## config.mk

```make
export PLATFORM = sky130hd
export DESIGN_NAME = lrhp_display_port
export DESIGN_NICKNAME = d
export VERILOG_FILES = /design/src/hdl/lrhp_pkg.sv /design/src/hdl/lrhp_sync.sv /design/src/hdl/lrhp_display_port.sv
export SDC_FILE = /design/constraint.sdc
export NUM_CORES = 1
export LEC_CHECK = 0
export ABC_CLOCK_PERIOD_IN_PS = 7350
export BUFFER_PORTS_ARGS = -buffer_cell sky130_fd_sc_hd__buf_4
export CAP_MARGIN = 10
export CORE_AREA = 2 2 128 180
export DETAILED_ROUTE_END_ITERATION = 16
export DIE_AREA = 0 0 130 182
export GPL_TIMING_DRIVEN = 0
export MAX_ROUTING_LAYER = met4
export SYNTH_ARGS = -nofsm -noshare
export SYNTH_HDL_FRONTEND = slang
export SYNTH_SLANG_ARGS = --single-unit
```

## constraint.sdc

```tcl
create_clock -name clk -period 7.35 [get_ports clk]
set_clock_uncertainty 0.1 [all_clocks]
set_input_delay 1.1025 -clock clk [delete_from_list [all_inputs] [get_ports clk]]
set_output_delay 1.1025 -clock clk [all_outputs]
set_load 0.01 [all_outputs]
```

## src/hdl/lrhp_pkg.sv

```systemverilog
// Constants, field layouts and types for the LED display and host port block
package lrhp_pkg;

  // Core clock and documented times
  localparam int unsigned CLK_HZ        = 40_000_000;
  localparam int unsigned LED_TEST_S    = 1;     // LED test length, seconds
  localparam int unsigned FREEZE_MS     = 30;    // Display freeze, ms
  localparam int unsigned LED_TEST_CYC  = CLK_HZ * LED_TEST_S;
  localparam int unsigned FREEZE_CYC    = (CLK_HZ / 1000) * FREEZE_MS;

  // Display cycle pacing, in core cycles
  localparam logic [3:0]  SETUP_CYC     = 4'h2;  // Data valid before strobe
  localparam logic [3:0]  HOLD_CYC      = 4'h2;  // Data held after strobe
  localparam int          TMR_W         = 26;    // Wide enough for 1 s

  // Pin bus layout
  localparam int          ADDR_LSB      = 5;     // Port address D(7:5)
  localparam int          NIB_LSB       = 4;     // Register address D(7:4)
  localparam int          CFG_MODE_BIT  = 7;     // Max/min strap on D7
  localparam int          CFG_BYP_LSB   = 0;     // Bypass straps on D(1:0)
  localparam int          BIT_LINK      = 0;
  localparam int          BIT_CLASH     = 1;
  localparam int          BIT_RX        = 2;
  localparam int          BIT_ISO       = 3;
  localparam int          BIT_POL       = 4;
  localparam logic [2:0]  AGG_ADDR      = 3'h0;
  localparam logic [2:0]  FIRST_TP_PORT = 3'h2;  // Ports with link/polarity

  // Output enable codes, low means driven
  localparam logic [7:0]  OE_ALL_OFF    = 8'hff;
  localparam logic [7:0]  OE_ALL_ON     = 8'h00;
  localparam logic [7:0]  OE_LOW_NIB    = 8'hf0;

  // Ports using the internal twisted-pair transceiver, per bypass strap
  localparam logic [7:1]  INT_NONE      = 7'h00;
  localparam logic [7:1]  INT_P4_P7     = 7'h78;
  localparam logic [7:1]  INT_P6_P7     = 7'h60;
  localparam logic [7:1]  INT_P2_P7     = 7'h7e;

  // Live repeater status from the core
  typedef struct packed {
    logic       clash_any;
    logic       rx_any;
    logic       babble;
    logic       isolated_any;
    logic [7:1] link;
    logic [7:1] clash;
    logic [7:1] rx;
    logic [7:1] isolated;
    logic [7:1] polarity;
  } lrhp_status_t;

  typedef enum logic [1:0] {
    DSP_SETUP,
    DSP_STROBE,
    DSP_HOLD,
    HOST_ACC
  } lrhp_phase_t;

endpackage : lrhp_pkg

```

## src/hdl/lrhp_sync.sv

```systemverilog
// Two-flop synchroniser for the block's pin inputs
module lrhp_sync #(
  parameter int W = 1
) (
  input  wire logic         clk,  // Core clock
  input  wire logic         srst, // Sync reset, high
  input  wire logic [W-1:0] d,    // Asynchronous pins
  output logic      [W-1:0] q     // Synchronised copy
);

  logic [W-1:0] meta_q;

  // Idle pins are high, so reset to ones to avoid false strobes
  always_ff @(posedge clk) begin
    if (srst) begin
      meta_q <= '1;
      q      <= '1;
    end else begin
      meta_q <= d;
      q      <= meta_q;
    end
  end

endmodule : lrhp_sync

```

## src/hdl/lrhp_display_port.sv

```systemverilog
// LED status display and nibble-wide host register port
module lrhp_display_port
  import lrhp_pkg::*;
#(
  parameter int unsigned TEST_CYC   = LED_TEST_CYC,
  parameter int unsigned FRZ_CYC    = FREEZE_CYC
) (
  input  wire logic         clk,                    // Core clock
  input  wire logic         srst,                   // Sync reset, high
  input  wire logic         config_capture_reset_n, // Config/reset pin
  input  wire logic         host_rd_n,              // Host read strobe
  input  wire logic         host_wr_n,              // Host write strobe
  input  wire logic [7:0]   data_in,                // Data pins, sensed
  output logic      [7:0]   data_out,               // Data pins, driven
  output logic      [7:0]   data_oe_n,              // Pin enables, low drives
  input  wire lrhp_status_t status,                 // Live core status
  input  wire logic         pkt_active,             // Packet being repeated
  input  wire logic [3:0]   reg_rdata,              // Nibble at reg_addr
  output logic              led_latch_pulse,        // LED latch strobe
  output logic              freeze_pulse,           // Packet end strobe
  output logic              transceiver_gate_n,     // Bus buffer enable
  output logic              repeat_inhibit,         // LED test in progress
  output logic              core_reset,             // Reset to core logic
  output logic              max_mode,               // Captured format
  output logic      [3:0]   reg_addr,               // Host nibble address
  output logic      [3:0]   reg_wdata,              // Host write nibble
  output logic              reg_wr_pulse,           // Write nibble commit
  output logic              reg_rd_pulse            // Read nibble done
);

  typedef struct packed {
    lrhp_phase_t        phase;
    logic [3:0]         ph_cnt;
    logic [2:0]         disp_addr;
    logic               max_mode;
    logic [1:0]         bypass;
    logic               config_capture_reset_prev;
    logic               test_on;
    logic [TMR_W-1:0]   test_cnt;
    logic               frozen;
    logic [TMR_W-1:0]   frz_cnt;
    lrhp_status_t       snap;
    logic               pkt_prev;
    logic               is_write;
    logic [7:0]         data_out;
    logic [7:0]         data_oe_n;
    logic               latch;
    logic               freeze;
    logic               gate_n;
    logic               inhibit;
    logic               core_reset;
    logic [3:0]         reg_addr;
    logic [3:0]         reg_wdata;
    logic               wr_pulse;
    logic               rd_pulse;
  } lrhp_state_t;

  lrhp_state_t  q;
  lrhp_state_t  n;
  logic [10:0]  pins_s;
  logic         config_capture_reset_s;
  logic         rd_s_n;
  logic         wr_s_n;
  logic [7:0]   din_s;
  logic [7:1]   int_mask;

  // All pins cross into the core clock through one synchroniser
  lrhp_sync #(
    .W (11)
  ) u_sync (
    .clk  (clk),
    .srst (srst),
    .d    ({config_capture_reset_n, host_rd_n, host_wr_n, data_in}),
    .q    (pins_s)
  );

  assign config_capture_reset_s = pins_s[10];
  assign rd_s_n  = pins_s[9];
  assign wr_s_n  = pins_s[8];
  assign din_s   = pins_s[7:0];

  // Ports whose polarity indication is meaningful
  always_comb begin
    case (q.bypass)
      2'h0:    int_mask = INT_NONE;
      2'h1:    int_mask = INT_P4_P7;
      2'h2:    int_mask = INT_P6_P7;
      default: int_mask = INT_P2_P7;
    endcase
  end

  // Pin word for one display slot; test forces every used LED on
  function automatic logic [7:0] disp_word(
    input logic [2:0]   a,
    input logic         mx,
    input logic         tst,
    input lrhp_status_t s,
    input logic [7:1]   intl
  );
    logic [7:0] w;
    logic [3:0] agg;
    logic       tp;
    w   = 8'h00;
    tp  = (a >= FIRST_TP_PORT);
    agg = tst ? 4'hf : {s.isolated_any, s.babble, s.rx_any, s.clash_any};
    if (!mx || a == AGG_ADDR) begin
      w[BIT_ISO:BIT_LINK] = agg;
    end else begin
      w[BIT_LINK]  = tp && (tst || s.link[a]);
      w[BIT_CLASH] = tst || s.clash[a];
      w[BIT_RX]    = tst || s.rx[a];
      w[BIT_ISO]   = tst || s.isolated[a];
      w[BIT_POL]   = tp && intl[a] && (tst || s.polarity[a]);
    end
    if (mx) begin
      w[ADDR_LSB +: 3] = a;
    end
    return w;
  endfunction : disp_word

  // Next-state logic for display, freeze, test and host access
  always_comb begin
    n            = q;
    n.latch      = 1'b0;
    n.freeze     = 1'b0;
    n.wr_pulse   = 1'b0;
    n.rd_pulse   = 1'b0;
    n.config_capture_reset_prev = config_capture_reset_s;
    n.pkt_prev   = pkt_active;
    // Snapshot at packet end; a new packet or timeout releases it
    if (q.pkt_prev && !pkt_active) begin
      n.freeze  = 1'b1;
      n.frozen  = 1'b1;
      n.frz_cnt = TMR_W'(FRZ_CYC - 1);
      n.snap    = status;
    end else if (pkt_active) begin
      n.frozen  = 1'b0;
    end else if (q.frozen) begin
      if (q.frz_cnt == '0) begin
        n.frozen = 1'b0;
      end else begin
        n.frz_cnt = q.frz_cnt - 1'b1;
      end
    end
    if (q.test_on) begin
      if (q.test_cnt == '0) begin
        n.test_on = 1'b0;
      end else begin
        n.test_cnt = q.test_cnt - 1'b1;
      end
    end
    // Straps are read on the rising edge of the config pin
    if (!q.config_capture_reset_prev && config_capture_reset_s) begin
      n.max_mode = din_s[CFG_MODE_BIT];
      n.bypass   = din_s[CFG_BYP_LSB +: 2];
      n.test_on  = 1'b1;
      n.test_cnt = TMR_W'(TEST_CYC - 1);
    end
    // Display cycles need no host; the host only gets a slot between them
    case (q.phase)
      DSP_SETUP: begin
        if (q.ph_cnt == SETUP_CYC - 4'h1) begin
          n.phase  = DSP_STROBE;
          n.ph_cnt = 4'h0;
          n.latch  = 1'b1;
        end else begin
          n.ph_cnt = q.ph_cnt + 4'h1;
        end
      end
      DSP_STROBE: begin
        n.phase = DSP_HOLD;
      end
      DSP_HOLD: begin
        if (q.ph_cnt < HOLD_CYC - 4'h1) begin
          n.ph_cnt = q.ph_cnt + 4'h1;
        end else if (!rd_s_n || !wr_s_n) begin
          n.phase     = HOST_ACC;
          n.gate_n    = 1'b0;
          n.is_write  = !wr_s_n;
          n.data_oe_n = !wr_s_n ? OE_ALL_OFF : OE_LOW_NIB;
          n.reg_addr  = din_s[NIB_LSB +: 4];
        end else begin
          n.phase     = DSP_SETUP;
          n.ph_cnt    = 4'h0;
          n.disp_addr = q.max_mode ? q.disp_addr + 3'h1 : AGG_ADDR;
          n.data_oe_n = OE_ALL_ON;
          n.data_out  = disp_word(n.disp_addr, q.max_mode, q.test_on,
                                  q.frozen ? q.snap : status, int_mask);
        end
      end
      HOST_ACC: begin
        // D7 picks the nibble; the register side does the selection
        n.reg_addr = din_s[NIB_LSB +: 4];
        if (q.is_write) begin
          n.reg_wdata = din_s[3:0];
        end else begin
          n.data_out  = {4'h0, reg_rdata};
        end
        if (rd_s_n && wr_s_n) begin
          n.phase     = DSP_HOLD;                          // Turnaround gap
          n.ph_cnt    = 4'h0;
          n.gate_n    = 1'b1;
          n.data_oe_n = OE_ALL_OFF;
          n.wr_pulse  = q.is_write;
          n.rd_pulse  = !q.is_write;
          n.reg_addr  = q.reg_addr;                        // Last valid addr
        end
      end
      default: begin
        n.phase = DSP_HOLD;
      end
    endcase
    // Config pin low: stop the display, float pins, reset the core
    if (!config_capture_reset_s) begin
      // A slot aborted in DSP_SETUP gives its address back; one aborted as it leaves DSP_HOLD uses its address up
      if (q.phase == DSP_SETUP) begin
        n.disp_addr = q.disp_addr - 3'h1;
      end
      n.phase     = DSP_HOLD;
      n.ph_cnt    = 4'h0;
      n.data_oe_n = OE_ALL_OFF;
      n.gate_n    = 1'b1;
      n.latch     = 1'b0;
      n.frozen    = 1'b0;
      n.test_on   = 1'b0;
    end
    n.core_reset = !config_capture_reset_s;
    n.inhibit    = n.test_on;
  end

  // State register
  always_ff @(posedge clk) begin
    if (srst) begin
      q            <= '0;
      q.phase      <= DSP_HOLD;
      q.config_capture_reset_prev <= 1'b1;
      q.data_oe_n  <= OE_ALL_OFF;
      q.gate_n     <= 1'b1;
      q.core_reset <= 1'b1;
    end else begin
      q <= n;
    end
  end

  assign data_out           = q.data_out;
  assign data_oe_n          = q.data_oe_n;
  assign led_latch_pulse    = q.latch;
  assign freeze_pulse       = q.freeze;
  assign transceiver_gate_n = q.gate_n;
  assign repeat_inhibit     = q.inhibit;
  assign core_reset         = q.core_reset;
  assign max_mode           = q.max_mode;
  assign reg_addr           = q.reg_addr;
  assign reg_wdata          = q.reg_wdata;
  assign reg_wr_pulse       = q.wr_pulse;
  assign reg_rd_pulse       = q.rd_pulse;

  // Helper: last strobed address, for the address walk check
  logic [2:0] chk_addr_q;
  logic       chk_seen_q;
  always_ff @(posedge clk) begin
    if (srst || !q.max_mode || !q.gate_n) begin
      chk_addr_q <= 3'h0;
      chk_seen_q <= 1'b0;
    end else if (q.latch) begin
      chk_addr_q <= q.data_out[ADDR_LSB +: 3];
      chk_seen_q <= 1'b1;
    end
  end
endmodule : lrhp_display_port

```

### Word-level counts from Yosys, hierarchy flattened

Index checks and enable logic that the tools add are counted.
Widths: inputs -> output; s select.

* bits of input ports: 57
* register bits: 160
* output and inout port bits: 32

* reductions and logical operators: 46
* add/sub/neg operators: 5
* eq/ne operators: 17
* magnitude comparators: 3
* mux-type cells: 59
* bitwise operators: 8

Operator list (count)
* $mux 27: 4
* $mux 26: 3
* $logic_not 26->1: 2
* $sub 26x1->26 const B: 2
* $mux 39: 1
* $mux 4: 8
* $mux 8: 4
* $pmux 16 s2: 1
* $pmux 7 s3: 1
* $bmux 1 s3: 6
* $mux 3: 6
* $reduce_and 3->1: 6
* $mux 16: 1
* $ne 2x2->1 const B: 8
* $mux 1: 15
* $pmux 4 s3: 1
* $reduce_and 4->1: 3
* $not 1->1: 8
* $pmux 2 s4: 1
* $pmux 4 s2: 1
* $logic_not 1->1: 7
* $logic_or 1x1->1: 7
* $mux 7: 1
* $eq 2x2->1 const B: 3
* 21 further kinds: 38

### Logic depth before layout (Yosys ltp)

* word-level depth: 10
* depth in mapped cells: 9
* mapped depth without buffers: 7

### By module

Synthesis repeated with hierarchy kept, for this count alone.

* cell total of the unflattened synthesis: 804
* area, all modules: 7173.1 um2

By module, submodules not included
* lrhp_display_port: area an instance 6585.1 um2, cells each 758, sequential area each 2602.5 um2, times used 1
* lrhp_sync: area an instance 588.1 um2, cells each 46, sequential area each 440.4 um2, times used 1

### Worst setup path after synthesis

Ideal clock, no wire load.

* kind: input to register
* start: in pkt_active
* end: reg q[89] (netlist name)
* path buffers: 0
* setup time: 0.074 ns
* arrival time: 2.430 ns
* required time: 7.176 ns
* stages: 5
* path slack: 4.746 ns
* path through: nand2b_1 > nor4b_4 > nand3_2 > or4_1 > a31oi_1

* word-level cells in the longest chain between the ends: 4

Ends and longest elaborated chain
* start, declared: line lrhp_display_port.sv:17 `input wire logic pkt_active,`
* $logic_not 1->1: line lrhp_display_port.sv:131 `if (q.pkt_prev && !pkt_active) begin`
* $logic_and 1x1->1: line lrhp_display_port.sv:131
* $ne 2x2->1 (no source line) (tied with other cells)
* $reduce_and 3->1 (no source line)
* end signal, assigned: line lrhp_display_port.sv:241 `q <= n;`
* end, declared: line lrhp_display_port.sv:58 `lrhp_state_t q;`

Parallel ways exist; a longest one is shown, timed or not.
A chain may end at the register's enable or synchronous reset.

### Worst setup path in the final report

* start: reg q[130] (netlist name)
* end: reg q (netlist bit data_out[0])

* word-level cells in the longest chain between the ends: 10

Ends and longest elaborated chain
* $add 3x1->3 (*): line lrhp_display_port.sv:185 `n.disp_addr = q.max_mode ? q.disp_addr + 3'h1 : AGG_ADDR;`
* $mux 3 (*): line lrhp_display_port.sv:185
* $bmux 1 s3: line lrhp_display_port.sv:109 `w[BIT_LINK] = tp && (tst || s.link[a]);`
* $mux 1 (implied by the code): line lrhp_display_port.sv:109
* $logic_or 1x1->1: line lrhp_display_port.sv:109
* $logic_and 1x1->1: line lrhp_display_port.sv:109
* $mux 4 (*): line lrhp_display_port.sv:106 `if (!mx || a == AGG_ADDR) begin`
* $mux 8 (*): line lrhp_display_port.sv:176 `end else if (!rd_s_n || !wr_s_n) begin`
* $mux 16 (*): line lrhp_display_port.sv:174 `if (q.ph_cnt < HOLD_CYC - 4'h1) begin`
* $pmux 16 s2 (*): line lrhp_display_port.sv:160 `case (q.phase)`

Mark *: on every way between the ends. The rest lies on a longest branch, timed or not. The select of a mux whose other input is x is not followed.

==> impl_metrics.env <==
export IMPL_worstSetupPathType="register to register"
export IMPL_synth_xor_area_share=0.0378
export IMPL_synth_compound_area_frac=0.167
export IMPL_synth_commonest_cells="dfxtp_1 (152), nand2_1 (103), a21oi_1 (91)"
export IMPL_synth_simple_area_share=0.219
export IMPL_postSynthCellCount=804
export IMPL_antenna_left=0
export IMPL_grt_pass1_wl_mm=30.7
export IMPL_worstMarginPinSlew_ps=841
export IMPL_holdBufCountCts=0
export IMPL_start_kind="register"
export IMPL_n_antenna_cell=0
export IMPL_synthDominantCellAreaShare=0.424
export IMPL_die_area_um2=23700
export IMPL_core_area_um2=22200
export IMPL_synth_area_leader_cell="dfxtp_1"
export IMPL_synth_seq_area_share=0.424
export IMPL_syn_nets=872
export IMPL_hp_class="register to register"
export IMPL_finalWeightedCongestion=0.898
export IMPL_die_width_um=130
export IMPL_netlist_area_um2=7180
export IMPL_ys_flop_type="dfxtp_1"
export IMPL_htreeDepth=4
export IMPL_antenna_found_initial=0
export IMPL_slew_viol_final=0
export IMPL_relSlewSlack=0.435
export IMPL_first_pass_iters=5
export IMPL_ys_top_cells_by_area="dfxtp_1 (42%), a21oi_1 (6.3%), nand2_1 (5.4%)"
export IMPL_synth_edf_count=0
export IMPL_clock_latency_ps=420
export IMPL_start_util=0.323
export IMPL_synth_top_family_by_area="simple AND/OR/NAND/NOR gates"
export IMPL_fmax_mhz=324
export IMPL_gr_usage_all_layers=0.169
export IMPL_nNetsFinal=977
export IMPL_synth_most_common_cell="dfxtp_1"
export IMPL_p_leak_uw=0.00330
export IMPL_worst_ep_arrival_time_ps=3300
export IMPL_final_cell_area_um2=8830
export IMPL_postRouteWirelength_mm=18.9
export IMPL_io_buffers=86
export IMPL_cp_required_ps=7570
export IMPL_placed_cell_area_um2=8200
export IMPL_cts_resized=0
export IMPL_clkSinkCount=152
export IMPL_grt_max_degree=17
export IMPL_clk_path_buf_depth=2
export IMPL_grt_pass1_vias=5992
export IMPL_routedWlPerCell_um=15.5
export IMPL_clockRootBuffer="clkbuf_16"
export IMPL_setup_viol=0
export IMPL_layout_drive_gt1_share=0.226
export IMPL_die_y_um=182
export IMPL_post_cts_buffers=0
export IMPL_reg2reg_slack_ps=4260
export IMPL_viasPerCell=5.05
export IMPL_min_period_ps=3090
export IMPL_syn_area_per_cell_um2=8.93
export IMPL_vdd_ir_drop_max_mv=0.159
export IMPL_drt_iter0_drc=272
export IMPL_cts_tree="done"
export IMPL_max_cap_viol_count=0
export IMPL_rows=65
export IMPL_critPathCaptureType="register"
export IMPL_status="completed"
export IMPL_cp_max_fo=10
export IMPL_period_share=0.420
export IMPL_synthAdderAreaFrac=0.0206
export IMPL_muxShareOfSynthArea=0.0708
export IMPL_io_pins=89
export IMPL_synth_cell_types=70
export IMPL_numCtsBuffers=17
export IMPL_dp_hpwl_mm=14.0
export IMPL_tns_ps=0
export IMPL_drcViolationCount=0
export IMPL_finalHoldViolCount=0
export IMPL_rsz0062_at_grt="false"
export IMPL_synth_seq_cells=152
export IMPL_syn_to_final_growth_pct=23.0
export IMPL_via_count=6168
export IMPL_path_clk_slew_ps=70
export IMPL_ys_warn_count=0
export IMPL_synth_async_reset_ratio=0
export IMPL_powerDensity_nw_per_um2=280
export IMPL_gr_total_overflow=0
state kept, by name, indices dropped and copies added (netlist names), 2 cells and up:
register       cells
reg_addr           4
u_sync.meta_q     11
data_out           8
u_sync.q          11
data_oe_n          2
reg_wdata          4
q                104
final cells by class:
type / count / area, um2
tap: 301 / 377
multi-input combinational: 561 / 3700
fill: 2205 / 13400
inverter: 21 / 78.8
timing repair buffer: 86 / 646
sequential: 152 / 3040
buffer: 70 / 360
clock buffer: 20 / 457
clock inverter: 11 / 173
layout by cell type (no fill, tap or decap), types with 14 or more instances in the layout:
cell       instances
or2_2             28
o31ai_1           14
or3_1             16
o21ai_0           19
nor2_1            35
nor3_1            15
xor2_1            20
buf_4            111
nand2_1          103
a21oi_1           91
inv_1             21
dfxtp_1          152
mux2i_1           17
clkbuf_1          35
or4_1             18
clkbuf_16         17
metal layers:
metal / part of all wire / vias up / wire length [um] / global-route usage
met2: 0.53 / 133 / 9990 / 0.294
met5: 0 / - / 0 / -
met1: 0.42 / 2943 / 7970 / 0.195
met4: 0.017 / 0 / 325 / 0.0602
met3: 0.034 / 22 / 643 / 0.0277
li1: - / 3070 / - / -
final timing paths:
| check | startpoint | endpoint | depth (start not counted) |
|---|---|---|---|
| worst max-delay path | q[130]$_SDFF_PP0_ | data_out[0]$_SDFFE_PP0P_ | 8 |
| worst min-delay path | u_sync.meta_q[6]$_SDFF_PP1_ | u_sync.q[6]$_SDFF_PP1_ | 1 |
| worst max register to register | q[130]$_SDFF_PP0_ | data_out[0]$_SDFFE_PP0P_ | 8 |
| worst min register to register | u_sync.meta_q[6]$_SDFF_PP1_ | u_sync.q[6]$_SDFF_PP1_ | 1 |
cells by family (layout without fill, tap and decap cells):
group | count (synthesis) | in the layout
mux | 36 | 36
buf+inv | 91 | 208
compound gates | 191 | 191
simple gates | 291 | 291
xor+xnor | 31 | 31
flops | 152 | 152
fa+ha+maj | 12 | 12
metrics by stage:
stage / total power, uW / hold WS, ps / util / cells / worst slack [ps]
after floorplan: 1350 / 289 / - / 804 / 4750
after global placement: 1540 / 293 / 0.369 / 1191 / 4290
after detailed placement: 1550 / 294 / 0.369 / 1191 / 4260
after CTS: 2490 / 300 / 0.398 / 1222 / 4250
after global routing: 2600 / 318 / 0.398 / 1222 / 4010
final: 2480 / 300 / 0.398 / 1222 / 4260
critical path, stage by stage, from the launching register on:
cell and delay (ps):
dfxtp_1 530, clkbuf_1 540, inv_1 130, ha_1 430
clkbuf_1 410, o22ai_1 150, o21ai_0 190, o2111ai_1 170
a311oi_1 310
report_power, final:
| group | internal, uW | switching, uW |
|---|---|---|
| sequential | 882 | 49.6 |
| combinational | 257 | 345 |
| clock | 586 | 357 |
Power figures use the tool's default switching activity.
